**config.mk**
```make
export PLATFORM = sky130hd
export DESIGN_NAME = wel_wakeup_pin_logic
export DESIGN_NICKNAME = d
export VERILOG_FILES = /design/src/verilog/wel_pkg.sv /design/src/verilog/wel_wakeup_pin_logic.sv
export VERILOG_INCLUDE_DIRS = /design/src /design/src/verilog
export SDC_FILE = /design/constraint.sdc
export NUM_CORES = 1
export LEC_CHECK = 0
export BUFFER_PORTS_ARGS = -buffer_cell sky130_fd_sc_hd__clkbuf_2
export CORE_UTILIZATION = 56
export CTS_CLUSTER_DIAMETER = 80
export DETAILED_ROUTE_END_ITERATION = 6
export PLACE_DENSITY_LB_ADDON = 0.12
export SLEW_MARGIN = 20
export SYNTH_ARGS = -nofsm -noshare
export SYNTH_HDL_FRONTEND = slang
export SYNTH_SLANG_ARGS = --single-unit
```
**constraint.sdc**
```tcl
create_clock -name clk -period 3.8 [get_ports clk]
set_clock_uncertainty 0.1 [all_clocks]
set_input_delay 0.19 -clock clk [delete_from_list [all_inputs] [get_ports clk]]
set_output_delay 0.19 -clock clk [all_outputs]
set_load 0.1 [all_outputs]
```
**src/verilog/wel_defines.svh**
```systemverilog
// Constants for the wake-up, event and pin-mode logic
`ifndef WEL_DEFINES_SVH
`define WEL_DEFINES_SVH

`define WEL_ADDR_W        4
`define WEL_DATA_W        16
`define WEL_REG_CTRL      4'h0
`define WEL_REG_WK_LO     4'h1
`define WEL_REG_WK_HI     4'h2
`define WEL_REG_LOWBAT    4'h3
`define WEL_REG_CLKDIV    4'h4
`define WEL_REG_FLEVEL    4'h5
`define WEL_REG_BITRATE   4'h6
`define WEL_REG_STATUS    4'h7
`define WEL_REG_TXDATA    4'h8
`define WEL_REG_RXDATA    4'h9
`define WEL_REG_WAKEREQ   4'hA

`define WEL_CTRL_RST      8'h03
`define WEL_WK_RST        32'h0000_0001
`define WEL_LOWBAT_RST    4'h0
`define WEL_CLKDIV_RST    3'h0
`define WEL_FLEVEL_RST    5'h08
`define WEL_BITRATE_RST   8'h0F

`define WEL_EV_EXT        0
`define WEL_EV_TIMER      1
`define WEL_EV_LOWBAT     2
`define WEL_EV_FIFO       3
`define WEL_EV_SERIAL     4

`define WEL_CLK_NS        50
`define WEL_CAL_NS        500000
`define WEL_MS_NS         1000000
`define WEL_CAL_CYCLES    ((`WEL_CAL_NS + `WEL_CLK_NS - 1) / `WEL_CLK_NS)
`define WEL_MS_CYCLES     (`WEL_MS_NS / `WEL_CLK_NS)
`define WEL_TAIL_PULSES   8'd192
`define WEL_RSTOUT_CYCLES 4'hF
`define WEL_FIFO_BITS     5'h10

`endif

```
**src/verilog/wel_pkg.sv**
```systemverilog
// Types for the wake-up, event and pin-mode logic
package wel_pkg;

    typedef enum logic [1:0] {WT_OFF, WT_CAL, WT_RUN} wel_wt_state_t;

    typedef struct packed {
        logic vdiSelect;
        logic rxMode;
        logic rxQueueEnable;
        logic txBufferEnable;
        logic lowBatEn;
        logic wkupEn;
        logic clkOutEn;
        logic xtalOn;
    } wel_ctrl_t;

    typedef struct packed {
        logic [3:0]  addr;
        logic [15:0] wdata;
        logic        wr;
        logic        rd;
    } wel_bus_t;

    typedef struct packed {
        wel_ctrl_t     ctrl;
        logic [31:0]   wkPeriod;
        logic [3:0]    lowBatThr;
        logic [2:0]    clkDiv;
        logic [4:0]    fifoLevel;
        logic [7:0]    bitRate;
        logic          extS1;
        logic          extS2;
        logic          extPrev;
        logic          dataS1;
        logic          dataS2;
        logic          dqdS1;
        logic          dqdS2;
        logic          rxS1;
        logic          rxS2;
        logic [3:0]    supS1;
        logic [3:0]    supS2;
        logic          lowPrev;
        logic [4:0]    events;
        wel_wt_state_t wtState;
        logic [19:0]   wtPre;
        logic [31:0]   wtMs;
        logic [2:0]    clkCnt;
        logic          clkLvl;
        logic [7:0]    tailCnt;
        logic [7:0]    brCnt;
        logic [15:0]   fifo;
        logic [4:0]    fifoCnt;
        logic [7:0]    txBuf0;
        logic [7:0]    txBuf1;
        logic          txV0;
        logic          txV1;
        logic [2:0]    txIdx;
        logic [3:0]    rstCnt;
        logic [15:0]   rdata;
        logic          irqN;
        logic          hostClk;
        logic          hostRstN;
        logic          dataOut;
        logic          dataOe;
        logic          bitClk;
        logic          fifo_level_irq;
        logic          valid_data_flag;
        logic          vdiOe;
        logic          txBit;
    } wel_state_t;

endpackage

```
**src/verilog/wel_wakeup_pin_logic.sv**
```systemverilog
// Wake-up timer, event latch, clock tail and shared data-pin logic
`timescale 1ns/1ps
`default_nettype none
`include "wel_defines.svh"

module wel_wakeup_pin_logic #(
    parameter int CAL_CYCLES = `WEL_CAL_CYCLES,
    parameter int MS_CYCLES  = `WEL_MS_CYCLES
) (
    // Clock, reset, enable
    input  wire logic             clk,
    input  wire logic             rst,
    input  wire logic             ce,
    // Register port
    input  wire wel_pkg::wel_bus_t bus,
    output logic [15:0]           rdata,
    // Host side pins
    output logic                  irqOutN,
    output logic                  hostClkOut,
    output logic                  hostResetOutN,
    input  wire logic             extWakeInN,
    output logic                  validDataFlag,
    output logic                  validDataOe,
    input  wire logic             dataPinIn,
    output logic                  dataPinOut,
    output logic                  dataPinOe,
    output logic                  rxBitClockOut,
    output logic                  fifoLevelIrq,
    // Transceiver core side
    input  wire logic             rxBitIn,
    input  wire logic             dataQualityIn,
    input  wire logic [3:0]       supplyLevel,
    output logic                  txBitOut
);

    wel_pkg::wel_state_t st;
    wel_pkg::wel_state_t next_st;

    always_comb begin
        logic        tick;
        logic        rdStat;
        logic        bufSel;
        logic        popOk;
        logic        lowNow;
        logic [4:0]  ev;
        logic [15:0] shifted;
        logic [31:0] per;
        tick    = 1'b0;
        rdStat  = 1'b0;
        bufSel  = 1'b0;
        popOk   = 1'b0;
        lowNow  = 1'b0;
        ev      = 5'h00;
        shifted = 16'h0000;
        per     = 32'h0000_0000;
        next_st = st;

        // Input synchronisers
        next_st.extS1 = extWakeInN;
        next_st.extS2 = st.extS1;
        next_st.extPrev = st.extS2;
        next_st.dataS1 = dataPinIn;
        next_st.dataS2 = st.dataS1;
        next_st.dqdS1 = dataQualityIn;
        next_st.dqdS2 = st.dqdS1;
        next_st.rxS1 = rxBitIn;
        next_st.rxS2 = st.rxS1;
        next_st.supS1 = supplyLevel;
        next_st.supS2 = st.supS1;
        bufSel = !st.dataS2;

        // Register writes; config only changes here
        if (bus.wr) begin
            case (bus.addr)
                `WEL_REG_CTRL:    next_st.ctrl = wel_pkg::wel_ctrl_t'(bus.wdata[7:0]);
                `WEL_REG_WK_LO:   next_st.wkPeriod[15:0] = bus.wdata;
                `WEL_REG_WK_HI:   next_st.wkPeriod[31:16] = bus.wdata;
                `WEL_REG_LOWBAT:  next_st.lowBatThr = bus.wdata[3:0];
                `WEL_REG_CLKDIV:  next_st.clkDiv = bus.wdata[2:0];
                `WEL_REG_FLEVEL:  next_st.fifoLevel = bus.wdata[4:0];
                `WEL_REG_BITRATE: next_st.bitRate = bus.wdata[7:0];
                `WEL_REG_WAKEREQ: ev[`WEL_EV_SERIAL] = 1'b1;
                default: ;
            endcase
        end

        // Bit-rate generator
        if (st.brCnt >= st.bitRate) begin
            next_st.brCnt = 8'h00;
            tick = 1'b1;
        end else begin
            next_st.brCnt = st.brCnt + 8'h01;
        end

        // Wake-up timer with calibration
        per = (st.wkPeriod == 32'h0) ? 32'h1 : st.wkPeriod;
        case (st.wtState)
            wel_pkg::WT_OFF: begin
                next_st.wtPre = 20'h00000;
                if (st.ctrl.wkupEn && st.ctrl.xtalOn) begin
                    next_st.wtState = wel_pkg::WT_CAL;
                end
            end
            wel_pkg::WT_CAL: begin
                if (!st.ctrl.wkupEn) begin
                    next_st.wtState = wel_pkg::WT_OFF;
                end else if (st.wtPre == 20'(CAL_CYCLES - 1)) begin
                    next_st.wtState = wel_pkg::WT_RUN;
                    next_st.wtPre = 20'h00000;
                    next_st.wtMs = 32'h0;
                end else begin
                    next_st.wtPre = st.wtPre + 20'h00001;
                end
            end
            wel_pkg::WT_RUN: begin
                if (!st.ctrl.wkupEn) begin
                    next_st.wtState = wel_pkg::WT_OFF;
                end else if (st.wtPre == 20'(MS_CYCLES - 1)) begin
                    next_st.wtPre = 20'h00000;
                    if (st.wtMs + 32'h1 >= per) begin
                        next_st.wtMs = 32'h0;
                        ev[`WEL_EV_TIMER] = 1'b1;
                    end else begin
                        next_st.wtMs = st.wtMs + 32'h1;
                    end
                end else begin
                    next_st.wtPre = st.wtPre + 20'h00001;
                end
            end
            default: next_st.wtState = wel_pkg::WT_OFF;
        endcase

        // External wake pin, only while the shared pin is an input
        if (!st.ctrl.vdiSelect && st.extPrev && !st.extS2) begin
            ev[`WEL_EV_EXT] = 1'b1;
        end

        // Low-supply detector
        lowNow = st.ctrl.lowBatEn && st.lowPrev;
        if (st.supS1 == st.supS2) begin // Skewed supply code ignored until settled
            lowNow = st.ctrl.lowBatEn && (st.supS2 < st.lowBatThr);
        end
        next_st.lowPrev = lowNow;
        if (lowNow && !st.lowPrev) begin
            ev[`WEL_EV_LOWBAT] = 1'b1;
        end

        // Transmit buffers
        if (!st.ctrl.rxMode && st.ctrl.txBufferEnable) begin
            if (tick && st.txV0) begin
                next_st.txBit = st.txBuf0[7];
                next_st.txBuf0 = {st.txBuf0[6:0], 1'b0};
                next_st.txIdx = st.txIdx + 3'h1;
                if (st.txIdx == 3'h7) begin
                    next_st.txV0 = st.txV1;
                    next_st.txBuf0 = st.txBuf1;
                    next_st.txV1 = 1'b0;
                end
            end
            if (bus.wr && bus.addr == `WEL_REG_TXDATA && bufSel) begin
                if (!next_st.txV0) begin
                    next_st.txBuf0 = bus.wdata[7:0];
                    next_st.txV0 = 1'b1;
                    next_st.txIdx = 3'h0;
                end else if (!next_st.txV1) begin
                    next_st.txBuf1 = bus.wdata[7:0];
                    next_st.txV1 = 1'b1;
                end
            end
        end else if (!st.ctrl.rxMode) begin
            next_st.txBit = st.dataS2;
        end

        // Receive FIFO and pop
        popOk = bus.rd && bus.addr == `WEL_REG_RXDATA && st.ctrl.rxQueueEnable
                && bufSel && st.fifoCnt >= 5'h08;
        if (popOk) begin
            next_st.fifoCnt = st.fifoCnt - 5'h08;
        end
        shifted = st.fifo >> (st.fifoCnt - 5'h08);
        if (st.ctrl.rxMode && st.ctrl.rxQueueEnable && tick
            && next_st.fifoCnt < `WEL_FIFO_BITS) begin
            next_st.fifo = {st.fifo[14:0], st.rxS2};
            next_st.fifoCnt = next_st.fifoCnt + 5'h01;
        end

        // Shared pins per mode
        next_st.dataOe = st.ctrl.rxMode && !st.ctrl.rxQueueEnable;
        next_st.dataOut = next_st.dataOe ? st.rxS2 : 1'b0;
        next_st.bitClk = next_st.dataOe && (st.brCnt <= (st.bitRate >> 1));
        next_st.fifo_level_irq = 1'b0;
        if (st.ctrl.rxMode && st.ctrl.rxQueueEnable) begin
            if (st.fifoLevel == 5'h01) begin
                next_st.fifo_level_irq = (next_st.fifoCnt == 5'h00);
            end else begin
                next_st.fifo_level_irq = (next_st.fifoCnt >= st.fifoLevel);
            end
        end
        if (next_st.fifo_level_irq && !st.fifo_level_irq) begin
            ev[`WEL_EV_FIFO] = 1'b1;
        end
        next_st.vdiOe = st.ctrl.vdiSelect;
        next_st.valid_data_flag = st.ctrl.vdiSelect && st.dqdS2;

        // Host clock with a tail after crystal switch-off
        if (st.ctrl.xtalOn && !next_st.ctrl.xtalOn && st.ctrl.clkOutEn) begin
            next_st.tailCnt = `WEL_TAIL_PULSES;
        end
        if (st.ctrl.xtalOn || st.tailCnt != 8'h00) begin
            if (st.clkCnt >= st.clkDiv) begin
                next_st.clkCnt = 3'h0;
                next_st.clkLvl = !st.clkLvl;
                if (!st.clkLvl && !st.ctrl.xtalOn && st.tailCnt != 8'h00) begin
                    next_st.tailCnt = st.tailCnt - 8'h01;
                end
            end else begin
                next_st.clkCnt = st.clkCnt + 3'h1;
            end
        end else begin
            next_st.clkLvl = 1'b0;
            next_st.clkCnt = 3'h0;
        end
        next_st.hostClk = next_st.clkLvl && next_st.ctrl.clkOutEn;

        // Host reset output
        if (st.rstCnt != 4'h0) begin
            next_st.rstCnt = st.rstCnt - 4'h1;
        end
        next_st.hostRstN = (next_st.rstCnt == 4'h0);

        // Event latch; a new event wins over the clearing read
        rdStat = bus.rd && bus.addr == `WEL_REG_STATUS;
        next_st.events = (rdStat ? 5'h00 : st.events) | ev;
        next_st.irqN = !(|next_st.events);

        // Read data; held between reads
        if (bus.rd) begin
            case (bus.addr)
                `WEL_REG_CTRL:    next_st.rdata = {8'h00, st.ctrl};
                `WEL_REG_WK_LO:   next_st.rdata = st.wkPeriod[15:0];
                `WEL_REG_WK_HI:   next_st.rdata = st.wkPeriod[31:16];
                `WEL_REG_LOWBAT:  next_st.rdata = {12'h000, st.lowBatThr};
                `WEL_REG_CLKDIV:  next_st.rdata = {13'h0000, st.clkDiv};
                `WEL_REG_FLEVEL:  next_st.rdata = {11'h000, st.fifoLevel};
                `WEL_REG_BITRATE: next_st.rdata = {8'h00, st.bitRate};
                `WEL_REG_STATUS:  next_st.rdata = {1'b0, st.fifoCnt, st.dqdS2, st.lowPrev,
                                      st.wtState == wel_pkg::WT_RUN, st.txV1, st.txV0,
                                      st.events};
                `WEL_REG_RXDATA:  next_st.rdata = popOk ? {8'h00, shifted[7:0]} : 16'h0000;
                default:          next_st.rdata = 16'h0000;
            endcase
        end
    end

    always_ff @(posedge clk) begin
        if (rst) begin
            st <= '0;
            st.ctrl <= `WEL_CTRL_RST;
            st.wkPeriod <= `WEL_WK_RST;
            st.lowBatThr <= `WEL_LOWBAT_RST;
            st.clkDiv <= `WEL_CLKDIV_RST;
            st.fifoLevel <= `WEL_FLEVEL_RST;
            st.bitRate <= `WEL_BITRATE_RST;
            st.extS1 <= 1'b1;
            st.extS2 <= 1'b1;
            st.extPrev <= 1'b1;
            st.dataS1 <= 1'b1;
            st.dataS2 <= 1'b1;
            st.wtState <= wel_pkg::WT_OFF;
            st.rstCnt <= `WEL_RSTOUT_CYCLES;
            st.irqN <= 1'b1;
        end else if (ce) begin
            st <= next_st;
        end
    end

    assign rdata         = st.rdata;
    assign irqOutN       = st.irqN;
    assign hostClkOut    = st.hostClk;
    assign hostResetOutN = st.hostRstN;
    assign validDataFlag = st.valid_data_flag;
    assign validDataOe   = st.vdiOe;
    assign dataPinOut    = st.dataOut;
    assign dataPinOe     = st.dataOe;
    assign rxBitClockOut = st.bitClk;
    assign fifoLevelIrq  = st.fifo_level_irq;
    assign txBitOut      = st.txBit;
endmodule
`default_nettype wire
```
==> impl_metrics.sql <==
INSERT INTO impl_metrics (metric_group, metric, value, unit) VALUES
('route', 'final_antenna_net_count', '0', ''),
('yosys', 'synth.largest_area_cell', 'dfxtp_1', ''),
('outcome', 'outcome', 'finished, final reports clean', ''),
('placement', 'hpwl_reported_at_the_end_of_detailed_placement', '24100', 'um'),
('route', 'route.detailed.wl_per_inst', '17.4', 'um'),
('sta', 'report.final.hold_viol_count', '0', ''),
('finish', 'fin_nets', '1787', ''),
('sta', 'timing.slew.headroom', '31.7', '%'),
('yosys', 'syn-mean-instance-area', '8.19', 'sq um'),
('worst_setup_path', 'cp_cell_sequence', 'and4_1, nand4_1, or2_4, o21a_1, or2_2, ha_1, nand4_1, buf_4, nor4_2, buf_4, a2111oi_4, buf_4, buf_12, and3_1, a221o_1', ''),
('yosys', 'seq_area_frac_synth', '35.1', '%'),
('pwr', 'p_leak', '6.12', 'nW'),
('route', 'drt_iter0_markers', '941', ''),
('pwr', 'worst_ir_drop_vdd', '0.476', 'mV'),
('placement', 'placed_area', '13800', 'sq um'),
('sta', 'worstMarginPinSlew', '1.02', 'ns'),
('route', 'drc', '0', ''),
('route', 'drtPass1Iterations', '7', ''),
('cts', 'htree_levels', '1', ''),
('worst_setup_path', 'required_time_of_the_worst_setup_path', '4.12', 'ns'),
('finish', 'multi_input_area', '8040', 'sq um'),
('cts', 'tritoncts.num_buffers', '25', ''),
('die', 'dieArea', '23900', 'sq um'),
('cts', 'clk_latency', '0.53', 'ns'),
('finish', 'final_area', '15400', 'sq um'),
('global_routing', 'grt_antenna_before_repair', '0', ''),
('sta', 'worst_setup_slack_final', '0.0567', 'ns'),
('finish', 'layout.cells.non_filler', '2013', ''),
('sta', 'final-setup-viol-count', '0', ''),
('route', 'avgViaCountPerCell', '5.91', ''),
('die', 'placementRows', '55', ''),
('sta', 'fin_tns_setup', '0', 'ns'),
('worst_setup_path', 'critical_path_class', 'flip-flop to flip-flop', ''),
('yosys', 'synth_area_leaders', 'dfxtp_1 (35%), ha_1 (6.9%), nand2_1 (6.1%)', ''),
('cts', 'clkTransAtPathRegs', '0.06', 'ns'),
('worst_setup_path', 'cp_slowest_stage_delay', '0.35', 'ns'),
('global_routing', 'grt_max_degree', '153', ''),
('yosys', 'postSynthNetCount', '1698', ''),
('cts', 'cts.path.max_buffers', '3', ''),
('sta', 'fmax', '267', 'MHz'),
('finish', 'antenna_cells', '0', ''),
('die', 'ios', '59', ''),
('yosys', 'synth_seq_cells', '229', ''),
('yosys', 'distinct_cells_synth', '76', ''),
('yosys', 'cell_with_the_most_instances_after_synthesis', 'dfxtp_1', ''),
('placement', 'dp_slack', '-0.173', 'ns'),
('cts', 'clock_sink_count', '229', ''),
('worst_setup_path', 'setup.worst_path.start_class', 'flip-flop', ''),
('finish', 'area.growth.synth_to_final', '17.8', '%'),
('global_routing', 'globalRouteTotalUtil', '28.7', '%'),
('yosys', 'synthesis.instances', '1593', ''),
('worst_hold_path', 'min-delay-path-class', 'input pin to flip-flop', ''),
('placement', 'place.gp.congestion', '0.909', ''),
('finish', 'layout-drive-gt1-share', '16.1', '%'),
('die', 'die_x', '155', 'um'),
('yosys', 'yosysTopAreaCellShare', '35.1', '%'),
('placement', 'place.detailed.instances', '1929', ''),
('worst_setup_path', 'critical_path.top_delay_family', 'simple AND/OR/NAND/NOR gates', ''),
('die', 'starting_density', '57.3', '%'),
('yosys', 'post_synth_most_frequent_cells', 'dfxtp_1 (229), nand2_1 (213), nor2_1 (146)', ''),
('route', 'finalWirelength', '35100', 'um'),
('pwr', 'power_per_cell_area', '348', 'nW/um^2'),
('worst_setup_path', 'critical_path.max_fanout', '16', ''),
('placement', 'io_buffer_count', '58', ''),
('pwr', 'design_power_total', '5.35', 'mW'),
('worst_setup_path', 'slowest_stage', 'or2_4', ''),
('worst_setup_path', 'cp_data_arrival_time', '4.06', 'ns'),
('sta', 'post-route-min-period', '3.74', 'ns'),
('yosys', 'synthesis.area', '13100', 'sq um'),
('die', 'chipHeight', '155', 'um'),
('cts', 'clock_tree_from_tritoncts', 'built', '');
[power by group]
part	switching [mW]	leakage [nW]	internal, mW
Clock	1.02	0.423	1.55
Sequential	0.0263	1.85	2.43
Combinational	0.214	3.85	0.114
[worst paths after layout]
check             slack [ns]  startpoint        to  cells past startpoint
hold / removal          0.10      bus[0]   st[149]                      4
setup / recovery        0.06      st[93]   st[106]                     15
setup reg to reg        0.06      st[93]   st[106]                     15
hold reg to reg         0.36    rdata[0]  rdata[0]                      2
[state kept, by name, summed over array words and instances (netlist names)]
name,cells
irqOutN,1
fifoLevelIrq,1
hostClkOut,1
rdata,16
validDataFlag,1
dataPinOut,1
dataPinOe,1
st,193
next_st,10
hostResetOutN,1
validDataOe,1
rxBitClockOut,1
txBitOut,1
[worst reg2reg max path, stage by stage, from the launching register on]
cell	delay [ns]
dfxtp_2	0.34
and4_1	0.20
nand4_1	0.24
or2_4	0.35
o21a_1	0.21
or2_2	0.33
ha_1	0.31
nand4_1	0.14
buf_4	0.16
nor4_2	0.25
buf_4	0.19
a2111oi_4	0.07
buf_4	0.18
buf_12	0.15
and3_1	0.19
a221o_1	0.25
[cells in the final DEF (no fill, tap or decap), types with 13 or more instances in the layout]
cell and n:
xor2_1 26, clkbuf_16 25, nand2b_1 13, nand2_1 210, ha_1 67, and3_1 25, mux2i_1 76, o21ai_0 49
clkbuf_2 56, nand4_1 20, inv_1 74, nor3_1 22, dlygate4sd3_1 25, buf_4 80, nand3_1 62, dfxtp_1 224
nor2_1 142, nor4_1 18, xnor2_1 30, a21oi_1 127
[layout make-up]
type | instances | share of cell area (%)
clock buffer | 29 | 4.17
clock inverter | 16 | 1.42
inverter | 74 | 1.81
multi-input combinational | 1187 | 52.3
sequential | 229 | 29.9
tap | 313 | 2.55
timing repair buffer | 165 | 7.90
[cells by family (layout without fill, tap and decap cells)]
kind of cell / after synthesis / in the layout / share of synthesized area (%)
xor gates and xnor gates: 60 / 60 / 4.13
adders and majority gates: 72 / 72 / 6.90
muxes: 93 / 93 / 7.99
buffers and inverters: 177 / 284 / 5.74
and+or+nand+nor: 614 / 614 / 22.7
AOI/OAI and AO/OA: 348 / 348 / 17.4
DFF: 229 / 229 / 35.1
[repair_timing]
action | CTS | global route
setup endpoints to repair | 30 | 35
hold buffers | 25 | 0
cloned | 1 | 0
setup buffers | 3 | 11
pin swaps | 7 | 23
resized for setup | 14 | 49
endpoints found under the hold margin | 52 | 0
[routing by layer]
metal  track usage, %  part of all wire [%]  wire length [um]  vias up
li1                 -                     -                 -     5845
met1             37.9                    44             15500     5651
met2             49.2                    48             16800      339
met3             3.14                   5.3              1860       60
met4             8.63                   2.7               958        0
met5                0                     0                 0        -
[per-stage QoR]
step                hold WS, ns  util (%)
global route              0.140      67.5
floorplan                 0.218         -
finish                    0.105      67.5
detailed placement        0.318      60.6
CTS                      0.0964      66.0
global placement          0.311      60.6
Note: power is estimated with default switching activity, not from simulation.
